$ cat src/logic/slr_pkg.sv
/*
  Shared constants and types for the set-reset latch unit: register
  offsets, field positions, reset values and the width of the bus.
  Assumes an 8-bit register bus with a small word address.
*/
`default_nettype none

package slr_pkg;

  // ---------------------------------------------------------------
  // Bus geometry
  // ---------------------------------------------------------------
  localparam int unsigned ADDR_W = 4;
  localparam int unsigned DATA_W = 8;

  // ---------------------------------------------------------------
  // Register offsets (word addresses)
  // ---------------------------------------------------------------
  localparam logic [ADDR_W-1:0] OFS_CTRL_A = 4'h0; // latch_control_a
  localparam logic [ADDR_W-1:0] OFS_CTRL_B = 4'h1; // latch_control_b
  localparam logic [ADDR_W-1:0] OFS_CTRL_C = 4'h2; // comparator sync
  localparam logic [ADDR_W-1:0] OFS_STATE  = 4'h3; // latch state

  // ---------------------------------------------------------------
  // latch_control_a fields
  // ---------------------------------------------------------------
  localparam int unsigned A_SOFT_CLR  = 0; // soft_clear_strobe
  localparam int unsigned A_SOFT_SET  = 1; // soft_set_strobe
  localparam int unsigned A_QN_EN     = 2; // inverted_output_enable
  localparam int unsigned A_Q_EN      = 3; // true_output_enable
  localparam int unsigned A_PERIOD_LO = 4; // latch_period_select 6:4
  localparam int unsigned PERIOD_W    = 3;

  // ---------------------------------------------------------------
  // latch_control_b fields: low nibble clears, high nibble sets.
  // Inside each nibble: 0 comp two, 1 comp one, 2 pin, 3 periodic.
  // ---------------------------------------------------------------
  localparam int unsigned B_CLR_LO  = 0;
  localparam int unsigned B_SET_LO  = 4;
  localparam int unsigned SRC_W     = 4;

  // ---------------------------------------------------------------
  // Comparator sync register fields
  // ---------------------------------------------------------------
  localparam int unsigned C_SYNC_ONE = 0;
  localparam int unsigned C_SYNC_TWO = 1;

  // ---------------------------------------------------------------
  // Values after reset and counts
  // ---------------------------------------------------------------
  localparam logic [DATA_W-1:0] RST_CTRL_A = 8'h00;
  localparam logic [DATA_W-1:0] RST_CTRL_B = 8'h00;
  localparam logic [1:0]        RST_CTRL_C = 2'h0;
  localparam int unsigned       SYNC_STAGES = 2;
  localparam int unsigned       DIV_W       = 8;

  typedef logic [SRC_W-1:0] slr_src_t;

endpackage : slr_pkg

`default_nettype wire

$ cat src/logic/slr_pulse_gen.sv
/*
  Periodic pulse source for the latch. Emits one-cycle pulses, one
  per selected period of 2**(code+1) system clock cycles.
  Assumes a synchronous active-low reset on the same clock.
*/
`timescale 1ns/1ps
`default_nettype none

module slr_pulse_gen
  import slr_pkg::*;
(
  input  wire logic                         clk_i,   // System clock
  input  wire logic                         rst_n_i, // Sync reset, low
  input  wire logic [slr_pkg::PERIOD_W-1:0] sel_i,   // Period code
  output logic                              pulse_o  // One-cycle tick
);

  typedef struct packed {
    logic [DIV_W-1:0] cnt;
    logic             pulse;
  } slr_gen_t;

  slr_gen_t s_q;
  slr_gen_t s_d;

  // Terminal count for a period code; period is 2**(code+1) cycles.
  function automatic logic [DIV_W-1:0] last_count(
    input logic [PERIOD_W-1:0] code
  );
    logic [DIV_W-1:0] one;
    one = {{(DIV_W-1){1'b0}}, 1'b1};
    // Widen the shift count so that code 7 gives eight, not zero.
    last_count = (one << ({1'b0, code} + 4'h1)) - one;
  endfunction

  always_comb begin
    s_d = s_q;
    s_d.pulse = 1'b0;
    if (s_q.cnt >= last_count(sel_i)) begin
      s_d.cnt   = '0;
      s_d.pulse = 1'b1;
    end else begin
      s_d.cnt = s_q.cnt + {{(DIV_W-1){1'b0}}, 1'b1};
    end
    if (!rst_n_i) begin
      s_d = '0;
    end
  end

  always_ff @(posedge clk_i) begin
    s_q <= s_d;
  end

  assign pulse_o = s_q.pulse;

endmodule // slr_pulse_gen

`default_nettype wire

$ cat src/logic/slr_latch_top.sv
/*
  Set-reset latch unit: one reset-dominant latch fed by software
  strobes, two comparators, an external pin and a periodic source,
  with separately enabled true and inverted pin drivers.
  Assumes comparator, pin and timer clock inputs are asynchronous
  and that the port logic supplies the pin direction bits.
*/
`timescale 1ns/1ps
`default_nettype none

module slr_latch_top
  import slr_pkg::*;
(
  input  wire logic                       SYS_CLK_I,     // 20 MHz clock
  input  wire logic                       RESETN_I,      // Sync reset
  input  wire logic [slr_pkg::ADDR_W-1:0] ADDR_I,        // Reg address
  input  wire logic [slr_pkg::DATA_W-1:0] WR_DATA_I,     // Write data
  input  wire logic                       WR_STB_I,      // Write strobe
  input  wire logic                       RD_STB_I,      // Read strobe
  output logic      [slr_pkg::DATA_W-1:0] RD_DATA_O,     // Read data
  input  wire logic                       CMP_ONE_I,     // Comparator 1
  input  wire logic                       CMP_TWO_I,     // Comparator 2
  input  wire logic                       EXT_LATCH_I,   // Latch pin
  input  wire logic                       TMR_CLK_I,     // Timer clock
  input  wire logic                       DIR_Q_I,       // Q pin dir
  input  wire logic                       DIR_QN_I,      // QN pin dir
  output logic                            Q_PIN_O,       // Q pin level
  output logic                            Q_PIN_OE_N_O,  // Q drive, low
  output logic                            QN_PIN_O,      // QN level
  output logic                            QN_PIN_OE_N_O  // QN drive, low
);

  // ---------------------------------------------------------------
  // State
  // ---------------------------------------------------------------
  typedef struct packed {
    logic [PERIOD_W-1:0]    period;
    logic                   q_en;
    logic                   qn_en;
    slr_src_t               set_en;
    slr_src_t               clr_en;
    logic [1:0]             sync_sel;
    logic                   soft_set;
    logic                   soft_clr;
    logic [SYNC_STAGES-1:0] cmp_one_s;
    logic [SYNC_STAGES-1:0] cmp_two_s;
    logic [SYNC_STAGES-1:0] ext_s;
    logic [SYNC_STAGES-1:0] tmr_s;
    logic                   tmr_prev;
    logic                   cmp_one_t;
    logic                   cmp_two_t;
    logic                   latch;
    logic [DATA_W-1:0]      rd_data;
    logic                   q_pin;
    logic                   q_oe_n;
    logic                   qn_pin;
    logic                   qn_oe_n;
  } slr_state_t;

  slr_state_t st_q;
  slr_state_t st_d;
  logic       tick;

  // ---------------------------------------------------------------
  // Helpers
  // ---------------------------------------------------------------
  // Any enabled source that is high asserts the input.
  function automatic logic any_source(
    input slr_src_t en,
    input slr_src_t src
  );
    any_source = |(en & src);
  endfunction

  function automatic logic reg_hit(
    input logic [ADDR_W-1:0] addr,
    input logic [ADDR_W-1:0] ofs
  );
    reg_hit = (addr == ofs);
  endfunction

  // ---------------------------------------------------------------
  // Periodic source
  // ---------------------------------------------------------------
  slr_pulse_gen u_pulse (
    .clk_i   (SYS_CLK_I),
    .rst_n_i (RESETN_I),
    .sel_i   (st_q.period),
    .pulse_o (tick)
  );

  // ---------------------------------------------------------------
  // Next state
  // ---------------------------------------------------------------
  always_comb begin
    logic     cmp_one;
    logic     cmp_two;
    logic     tmr_rise;
    slr_src_t srcs;
    logic     set_in;
    logic     clr_in;
    cmp_one  = 1'b0;
    cmp_two  = 1'b0;
    tmr_rise = 1'b0;
    srcs     = '0;
    set_in   = 1'b0;
    clr_in   = 1'b0;

    st_d = st_q;

    // Pin-side inputs go through two flops before anything looks.
    st_d.cmp_one_s = {st_q.cmp_one_s[0], CMP_ONE_I};
    st_d.cmp_two_s = {st_q.cmp_two_s[0], CMP_TWO_I};
    st_d.ext_s     = {st_q.ext_s[0], EXT_LATCH_I};
    st_d.tmr_s     = {st_q.tmr_s[0], TMR_CLK_I};
    st_d.tmr_prev  = st_q.tmr_s[1];

    // Comparators optionally resampled on the timer clock edge.
    tmr_rise = st_q.tmr_s[1] & ~st_q.tmr_prev;
    if (tmr_rise) begin
      st_d.cmp_one_t = st_q.cmp_one_s[1];
      st_d.cmp_two_t = st_q.cmp_two_s[1];
    end
    cmp_one = st_q.sync_sel[C_SYNC_ONE] ? st_q.cmp_one_t
                                        : st_q.cmp_one_s[1];
    cmp_two = st_q.sync_sel[C_SYNC_TWO] ? st_q.cmp_two_t
                                        : st_q.cmp_two_s[1];

    // Source vector: 0 comp two, 1 comp one, 2 pin, 3 periodic.
    srcs = {tick, st_q.ext_s[1], cmp_one, cmp_two};

    // Periodic enables sit at bit 3 of each nibble.
    set_in = any_source(st_q.set_en, srcs) | st_q.soft_set;
    clr_in = any_source(st_q.clr_en, srcs) | st_q.soft_clr;

    // Reset-dominant update, no enable or gating on the state.
    st_d.latch = (st_q.latch | set_in) & ~clr_in;

    // Software strobes live for one cycle only.
    st_d.soft_set = 1'b0;
    st_d.soft_clr = 1'b0;

    // Register writes.
    if (WR_STB_I) begin
      if (reg_hit(ADDR_I, OFS_CTRL_A)) begin
        st_d.soft_clr = WR_DATA_I[A_SOFT_CLR];
        st_d.soft_set = WR_DATA_I[A_SOFT_SET];
        st_d.qn_en    = WR_DATA_I[A_QN_EN];
        st_d.q_en     = WR_DATA_I[A_Q_EN];
        st_d.period   = WR_DATA_I[A_PERIOD_LO +: PERIOD_W];
      end
      if (reg_hit(ADDR_I, OFS_CTRL_B)) begin
        st_d.clr_en = WR_DATA_I[B_CLR_LO +: SRC_W];
        st_d.set_en = WR_DATA_I[B_SET_LO +: SRC_W];
      end
      if (reg_hit(ADDR_I, OFS_CTRL_C)) begin
        st_d.sync_sel = WR_DATA_I[1:0];
      end
    end

    // Register reads: data stand only in the cycle after the strobe.
    st_d.rd_data = '0;
    if (RD_STB_I) begin
      case (ADDR_I)
        OFS_CTRL_A: begin
          // Strobe bits always read back as zero.
          st_d.rd_data = {1'b0, st_q.period, st_q.q_en,
                          st_q.qn_en, 2'b00};
        end
        OFS_CTRL_B: begin
          st_d.rd_data = {st_q.set_en, st_q.clr_en};
        end
        OFS_CTRL_C: begin
          st_d.rd_data = {6'h00, st_q.sync_sel};
        end
        OFS_STATE: begin
          st_d.rd_data = {6'h00, ~st_q.latch, st_q.latch};
        end
        default: begin
          st_d.rd_data = '0;
        end
      endcase
    end

    // Pin drivers: each output has its own enable and both may be
    // on together; the port's direction bit must also be cleared.
    st_d.q_pin   = st_q.latch;
    st_d.qn_pin  = ~st_q.latch;
    st_d.q_oe_n  = ~(st_q.q_en & ~DIR_Q_I);
    st_d.qn_oe_n = ~(st_q.qn_en & ~DIR_QN_I);

    // Reset leaves the latch itself untouched, so its value after
    // reset is whatever it held; software must define it first.
    if (!RESETN_I) begin
      st_d.period    = RST_CTRL_A[A_PERIOD_LO +: PERIOD_W];
      st_d.q_en      = RST_CTRL_A[A_Q_EN];
      st_d.qn_en     = RST_CTRL_A[A_QN_EN];
      st_d.set_en    = RST_CTRL_B[B_SET_LO +: SRC_W];
      st_d.clr_en    = RST_CTRL_B[B_CLR_LO +: SRC_W];
      st_d.sync_sel  = RST_CTRL_C;
      st_d.soft_set  = 1'b0;
      st_d.soft_clr  = 1'b0;
      st_d.cmp_one_s = '0;
      st_d.cmp_two_s = '0;
      st_d.ext_s     = '0;
      st_d.tmr_s     = '0;
      st_d.tmr_prev  = 1'b0;
      st_d.cmp_one_t = 1'b0;
      st_d.cmp_two_t = 1'b0;
      st_d.rd_data   = '0;
      st_d.q_pin     = 1'b0;
      st_d.qn_pin    = 1'b0;
      st_d.q_oe_n    = 1'b1;
      st_d.qn_oe_n   = 1'b1;
      st_d.latch     = st_q.latch;
    end
  end

  // ---------------------------------------------------------------
  // Registers
  // ---------------------------------------------------------------
  always_ff @(posedge SYS_CLK_I) begin
    st_q <= st_d;
  end

  // ---------------------------------------------------------------
  // Outputs
  // ---------------------------------------------------------------
  assign RD_DATA_O     = st_q.rd_data;
  assign Q_PIN_O       = st_q.q_pin;
  assign Q_PIN_OE_N_O  = st_q.q_oe_n;
  assign QN_PIN_O      = st_q.qn_pin;
  assign QN_PIN_OE_N_O = st_q.qn_oe_n;

endmodule // slr_latch_top

`default_nettype wire

$ cat config.mk
export PLATFORM = sky130hd
export DESIGN_NAME = slr_latch_top
export DESIGN_NICKNAME = d
export VERILOG_FILES = /design/src/logic/slr_pkg.sv /design/src/logic/slr_pulse_gen.sv /design/src/logic/slr_latch_top.sv
export SDC_FILE = /design/constraint.sdc
export NUM_CORES = 1
export LEC_CHECK = 0
export ABC_AREA = 1
export BUFFER_PORTS_ARGS = -buffer_cell sky130_fd_sc_hd__buf_2
export CORE_ASPECT_RATIO = 0.9
export CORE_UTILIZATION = 55
export CTS_BUF_LIST = sky130_fd_sc_hd__clkbuf_8
export DETAILED_ROUTE_END_ITERATION = 7
export PLACE_DENSITY_LB_ADDON = 0.05
export SLEW_MARGIN = 15
export SYNTH_ARGS = -nofsm -noshare
export SYNTH_HDL_FRONTEND = slang
export SYNTH_SLANG_ARGS = --single-unit
$ cat constraint.sdc
create_clock -name SYS_CLK_I -period 2.5 [get_ports SYS_CLK_I]
set_input_delay 0.5 -clock SYS_CLK_I [delete_from_list [all_inputs] [get_ports SYS_CLK_I]]
set_output_delay 0.5 -clock SYS_CLK_I [all_outputs]
set_load 0.005 [all_outputs]
## Word-level counts from Yosys, hierarchy flattened

Cells that the tools add are included.

| operators by class | value |
|---|---|
| add/subtract/negate cells | 3 |
| order comparisons | 1 |
| equality and inequality tests | 3 |
| shift operators | 1 |
| mux-type cells | 4 |
| bitwise operators | 17 |
| reduce and logical (&&, ||, !) cells | 9 |

Operators by type and width:

| operator | count |
|---|---|
| 8-bit case mux with 4 select lines | 1 |
| 8-bit by 1-bit adder with 8-bit output, second input constant | 1 |
| 4-bit bitwise AND | 2 |
| 4-bit by 2-bit equality test with 1-bit output, second input constant | 2 |
| 8-bit >= comparator | 1 |
| 1-bit NOT | 8 |
| 2-bit AND reduction | 4 |
| 4-bit OR reduction | 2 |
| 1-bit by 4-bit left shift with 8-bit output, first input constant | 1 |
| 8-bit by 1-bit subtractor with 8-bit output, second input constant | 1 |
| 3-bit by 1-bit adder with 4-bit output, second input constant | 1 |
| 1-bit bitwise AND | 4 |
| 4-bit by 1-bit equality test with 1-bit output, second input constant | 1 |
| 4-bit logical NOT | 1 |
| 1-bit 2-to-1 mux | 3 |
| 1-bit bitwise OR | 3 |
| 3-bit AND reduction | 1 |
| 2-bit OR reduction | 1 |

| word-level totals | value |
|---|---|
| register bits after elaboration | 50 |
| input bits | 22 |
| output and inout port bits | 12 |
| word-level logic and storage cells | 61 |

## Longest topological paths before layout

| logic depth | value |
|---|---|
| depth after elaboration | 6 |
| depth in mapped cells | 12 |
| depth with buffers taken out | 12 |

## Modules after synthesis

A second synthesis with hierarchy kept.

| unflattened totals | value |
|---|---|
| cells, all modules | 304 |
| area total of the unflattened synthesis | 2290.9 µm² |

Modules (own cells, without submodules):

| module | instances | cells each | area each (µm²) | sequential area each (µm²) |
|---|---|---|---|---|
| slr_latch_top | 1 | 225 | 1699.1 | 830.8 |
| slr_pulse_gen | 1 | 79 | 591.8 | 180.2 |

## Least setup slack after synthesis

Ideal clock, no wire load.

| timing path | value |
|---|---|
| path type | reg-to-reg |
| from | register st_q[40] (netlist bit) |
| to | register u_pulse.s_q[1] (netlist bit) |
| library setup time | 0.066 ns |
| arrival | 1.776 ns |
| required time | 2.434 ns |
| path slack | 0.658 ns |
| cell stages (with the launch flop) | 13 |
| path buffers | 0 |
| clock period less this slack | 1.842 ns |
| cells stage by stage | dfxtp_1 > inv_1 > nand2_1 > ha_1 > o21ai_0 > o21ai_0 > inv_1 > ha_1 > nand2_1 > nor2_1 > nor2_1 > nand3_2 > nor2_1 |

| between the ends | value |
|---|---|
| cells in the longest elaborated chain, start to end | 5 |

Ends and longest elaborated chain:

| element | line | text |
|---|---|---|
| start: declaration | slr_latch_top.sv:60 | `slr_state_t st_q;` |
| start signal: assignment | slr_latch_top.sv:223 | `st_q <= st_d;` |
| 3-bit by 1-bit adder with 4-bit output | slr_pulse_gen.sv:33 | `last_count = (one << ({1'b0, code} + 4'h1)) - one;` |
| 1-bit by 4-bit left shift with 8-bit output | slr_pulse_gen.sv:33 |  |
| 8-bit by 1-bit subtractor with 8-bit output | slr_pulse_gen.sv:33 |  |
| 8-bit >= comparator | slr_pulse_gen.sv:39 | `if (s_q.cnt >= last_count(sel_i)) begin` |
| 2-bit OR reduction (no source line) | -- |  |
| end signal: assignment | slr_pulse_gen.sv:51 | `s_q <= s_d;` |
| end: declaration | slr_pulse_gen.sv:23 | `slr_gen_t s_q;` |

No other way between the ends.
A chain may end at the register's enable or synchronous reset.

## Worst setup path in the final report

| timing path | value |
|---|---|
| from | register st_q[40] (netlist bit) |
| to | register u_pulse.s_q[7] (netlist bit) |

The elaborated chain is that of the path after synthesis.

==> results.sh <==
export IMPL_cp_end_kind="flop"
export IMPL_die_h_microns=61.8
export IMPL_period_share=0.849
export IMPL_cts_buffer_depth=2
export IMPL_setup_tns_ns=0
export IMPL_numCtsBuffers=5
export IMPL_rows=21
export IMPL_synth_seq_cells=50
export IMPL_async_reset_ff_frac=0
export IMPL_synth_xor_area_frac=0.0241
export IMPL_gp_congestion=0.847
export IMPL_drive_gt1_frac=0.164
export IMPL_p_leak_nw=1.24
export IMPL_nets=348
export IMPL_grt_pass1_wl_microns=6360
export IMPL_grt_max_degree=19
export IMPL_antenna_found_initial=0
export IMPL_cts_resized_gates=0
export IMPL_seq_power_share=0.569
export IMPL_skew_ns=0.00561
export IMPL_synthToLayoutAreaGrowth_pct=11.8
export IMPL_drt_total_wl_microns=4000
export IMPL_cts_root_buffer="clkbuf_8"
export IMPL_busiest_layer="met2"
export IMPL_ir_drop_v=0.000420
export IMPL_worst_endpoint_required_ns=2.74
export IMPL_worst_hold_path_type="input pin to flop"
export IMPL_final_cell_mix="nand2_1, dfxtp_1, nor2_1"
export IMPL_stdcell_area_sq_um=2440
export IMPL_arrival_ns=2.36
export IMPL_synth_compound_area_share=0.0922
export IMPL_htreeDepth=2
export IMPL_path_cells="inv_1, nand2_1, ha_1, o21ai_0, o21ai_0, inv_1, ha_1, nand2_1, nor2_1, nor2_1, nand3_2, nor2_1"
export IMPL_drc=0
export IMPL_cap_violations=0
export IMPL_yosys_area_share_simple=0.259
export IMPL_ys_warn_count=0
export IMPL_seq_area_frac_synth=0.463
export IMPL_grtUsageTotal=0.212
export IMPL_cts_sink_count=50
export IMPL_synth_adder_area_share=0.0573
export IMPL_post_drt_wl_per_cell_microns=11.0
export IMPL_place_area_sq_um=2340
export IMPL_finalMaxSlewViolations=0
export IMPL_ios=34
export IMPL_grt_overflow=0
export IMPL_clkLatencyLatePin_ns=0.30
export IMPL_syn_area_per_cell_sq_um=7.67
export IMPL_first_pass_iters=4
export IMPL_power_switching_mw=0.382
export IMPL_place_ws_ns=0.377
export IMPL_io_buffers=33
export IMPL_max_freq_ghz=0.471
export IMPL_antenna_left=0
export IMPL_drtIter0Drc=132
export IMPL_critPathKind="flop to flop"
export IMPL_worst_slack_ns=0.378
export IMPL_powerDensity_nw_per_um2=616
export IMPL_cpMostUsedCell="nor2_1"
export IMPL_rsz0062_at_grt="no"
export IMPL_power_internal_mw=1.12
export IMPL_holdWs_ns=0.378
export IMPL_setup_viol=0
export IMPL_met3_usage=0.0493
export IMPL_cts_setup_buffers=0
export IMPL_die_area_sq_um=4230
export IMPL_core_sq_um=3760
export IMPL_power_frac_clock=0.324
export IMPL_synthCells=285
export IMPL_dp_hpwl_microns=2970
export IMPL_fin_crit_ns=2.12
export IMPL_cpPeakStageDelay_ns=0.45
export IMPL_sw_frac_of_total=0.254
export IMPL_synth_top_family_by_area="simple AND/OR/NAND/NOR gates"
export IMPL_routed_via_density=4.75
export IMPL_clk_pin_slew_ns=0.09
export IMPL_outcome="finished clean"
export IMPL_chipWidth_microns=68.4
export IMPL_slowest_stage="dfxtp_1"
export IMPL_netlist_area_sq_um=2180
export IMPL_postCtsHoldBufs=0
export IMPL_vias=1725
export IMPL_pwr_share_comb=0.107
export IMPL_path_max_fanout=8
export IMPL_synth_mux_area_frac=0
export IMPL_synth_edff_count=1
export IMPL_antenna_cells=0
export IMPL_start_util=0.581
export IMPL_gr_usage_met2=0.333
export IMPL_ys_flop_type="dfxtp_1"
export IMPL_crit_path_start_kind="flop"
export IMPL_synth_distinct_cells=26
export IMPL_cts_tree="yes"
export IMPL_use_met1=0.282
export IMPL_grt_pass1_vias=1430
export IMPL_final_common_cell="nand2_1"
export IMPL_hold_viol=0
==> worst paths after layout <==
kind	start	to	slack, ns	cells past startpoint
worst min-delay path	EXT_LATCH_I	st_q[18]	0.38	3
worst min register to register	st_q[18]	st_q[19]	0.42	2
worst max register to register	st_q[40]	u_pulse.s_q[7]	0.38	12
worst max-delay path	st_q[40]	u_pulse.s_q[7]	0.38	12
==> sequential cells by signal, indices dropped and copies added, names as in the netlist <==
name,cells
Q_PIN_OE_N_O,1
u_pulse.pulse_o,1
st_q,29
u_pulse.s_q,8
QN_PIN_OE_N_O,1
RD_DATA_O,8
QN_PIN_O,1
Q_PIN_O,1
==> stage by stage <==
stage          power, mW  std cells  utilization
2_1_floorplan      0.982        286            -
3_3_place_gp        1.03        355        0.624
3_5_place_dp        1.04        355        0.624
4_1_cts             1.52        363        0.650
5_1_grt             1.59        363        0.650
6_report            1.51        363        0.650
==> cells in the mapped netlist (all sizes together), types with 3 or more instances <==
cell type	instances	area (sq um)
inv	40	150
nand3	10	67.6
dfxtp	49	981
buf	10	70.1
ha	10	125
nand3b	4	30.0
nor3	3	15.0
o21ai	22	110
nand2	58	220
a21oi	15	75.1
xor2	3	26.3
nand4	3	18.8
xnor2	3	26.3
nor2	50	215
==> metal layers <==
| metal | vias to the layer above | wire (microns) |
|---|---|---|
| li1 | 943 | - |
| met1 | 730 | 1990 |
| met2 | 50 | 1770 |
| met3 | 2 | 220 |
| met4 | 0 | 21 |
| met5 | - | 0 |
==> cell families after synthesis <==
kind of cell,count (synthesis)
compound gates,39
xor+xnor,6
fa+ha+maj,10
buf+inv,51
flops,50
other cells,1
simple gates,128
==> critical path: cells and delay by family, from the launching register on <==
kind	cells	cell delay [ns]
simple gates	6	0.67
fa+ha+maj	2	0.47
flops	1	0.45
compound gates	2	0.32
buf+inv	2	0.16
==> power groups by stage <==
| stage | Combinational, mW | Sequential [mW] | Clock, mW |
|---|---|---|---|
| after floorplan | 0.114 | 0.869 | 0 |
| after detailed placement | 0.162 | 0.875 | 0 |
| final | 0.161 | 0.856 | 0.488 |
| after CTS | 0.164 | 0.856 | 0.503 |
| after global routing | 0.192 | 0.861 | 0.536 |
| after global placement | 0.159 | 0.874 | 0 |
==> area by class of cell <==
type | instances | area (sq um)
fill | 342 | 1320
sequential | 50 | 1010
multi-input combinational | 185 | 953
timing repair buffer | 34 | 173
inverter | 40 | 150
clock buffer | 6 | 82.6
tap | 46 | 57.6
clock inverter | 2 | 15.0
Note: power is estimated with default switching activity, not from simulation.
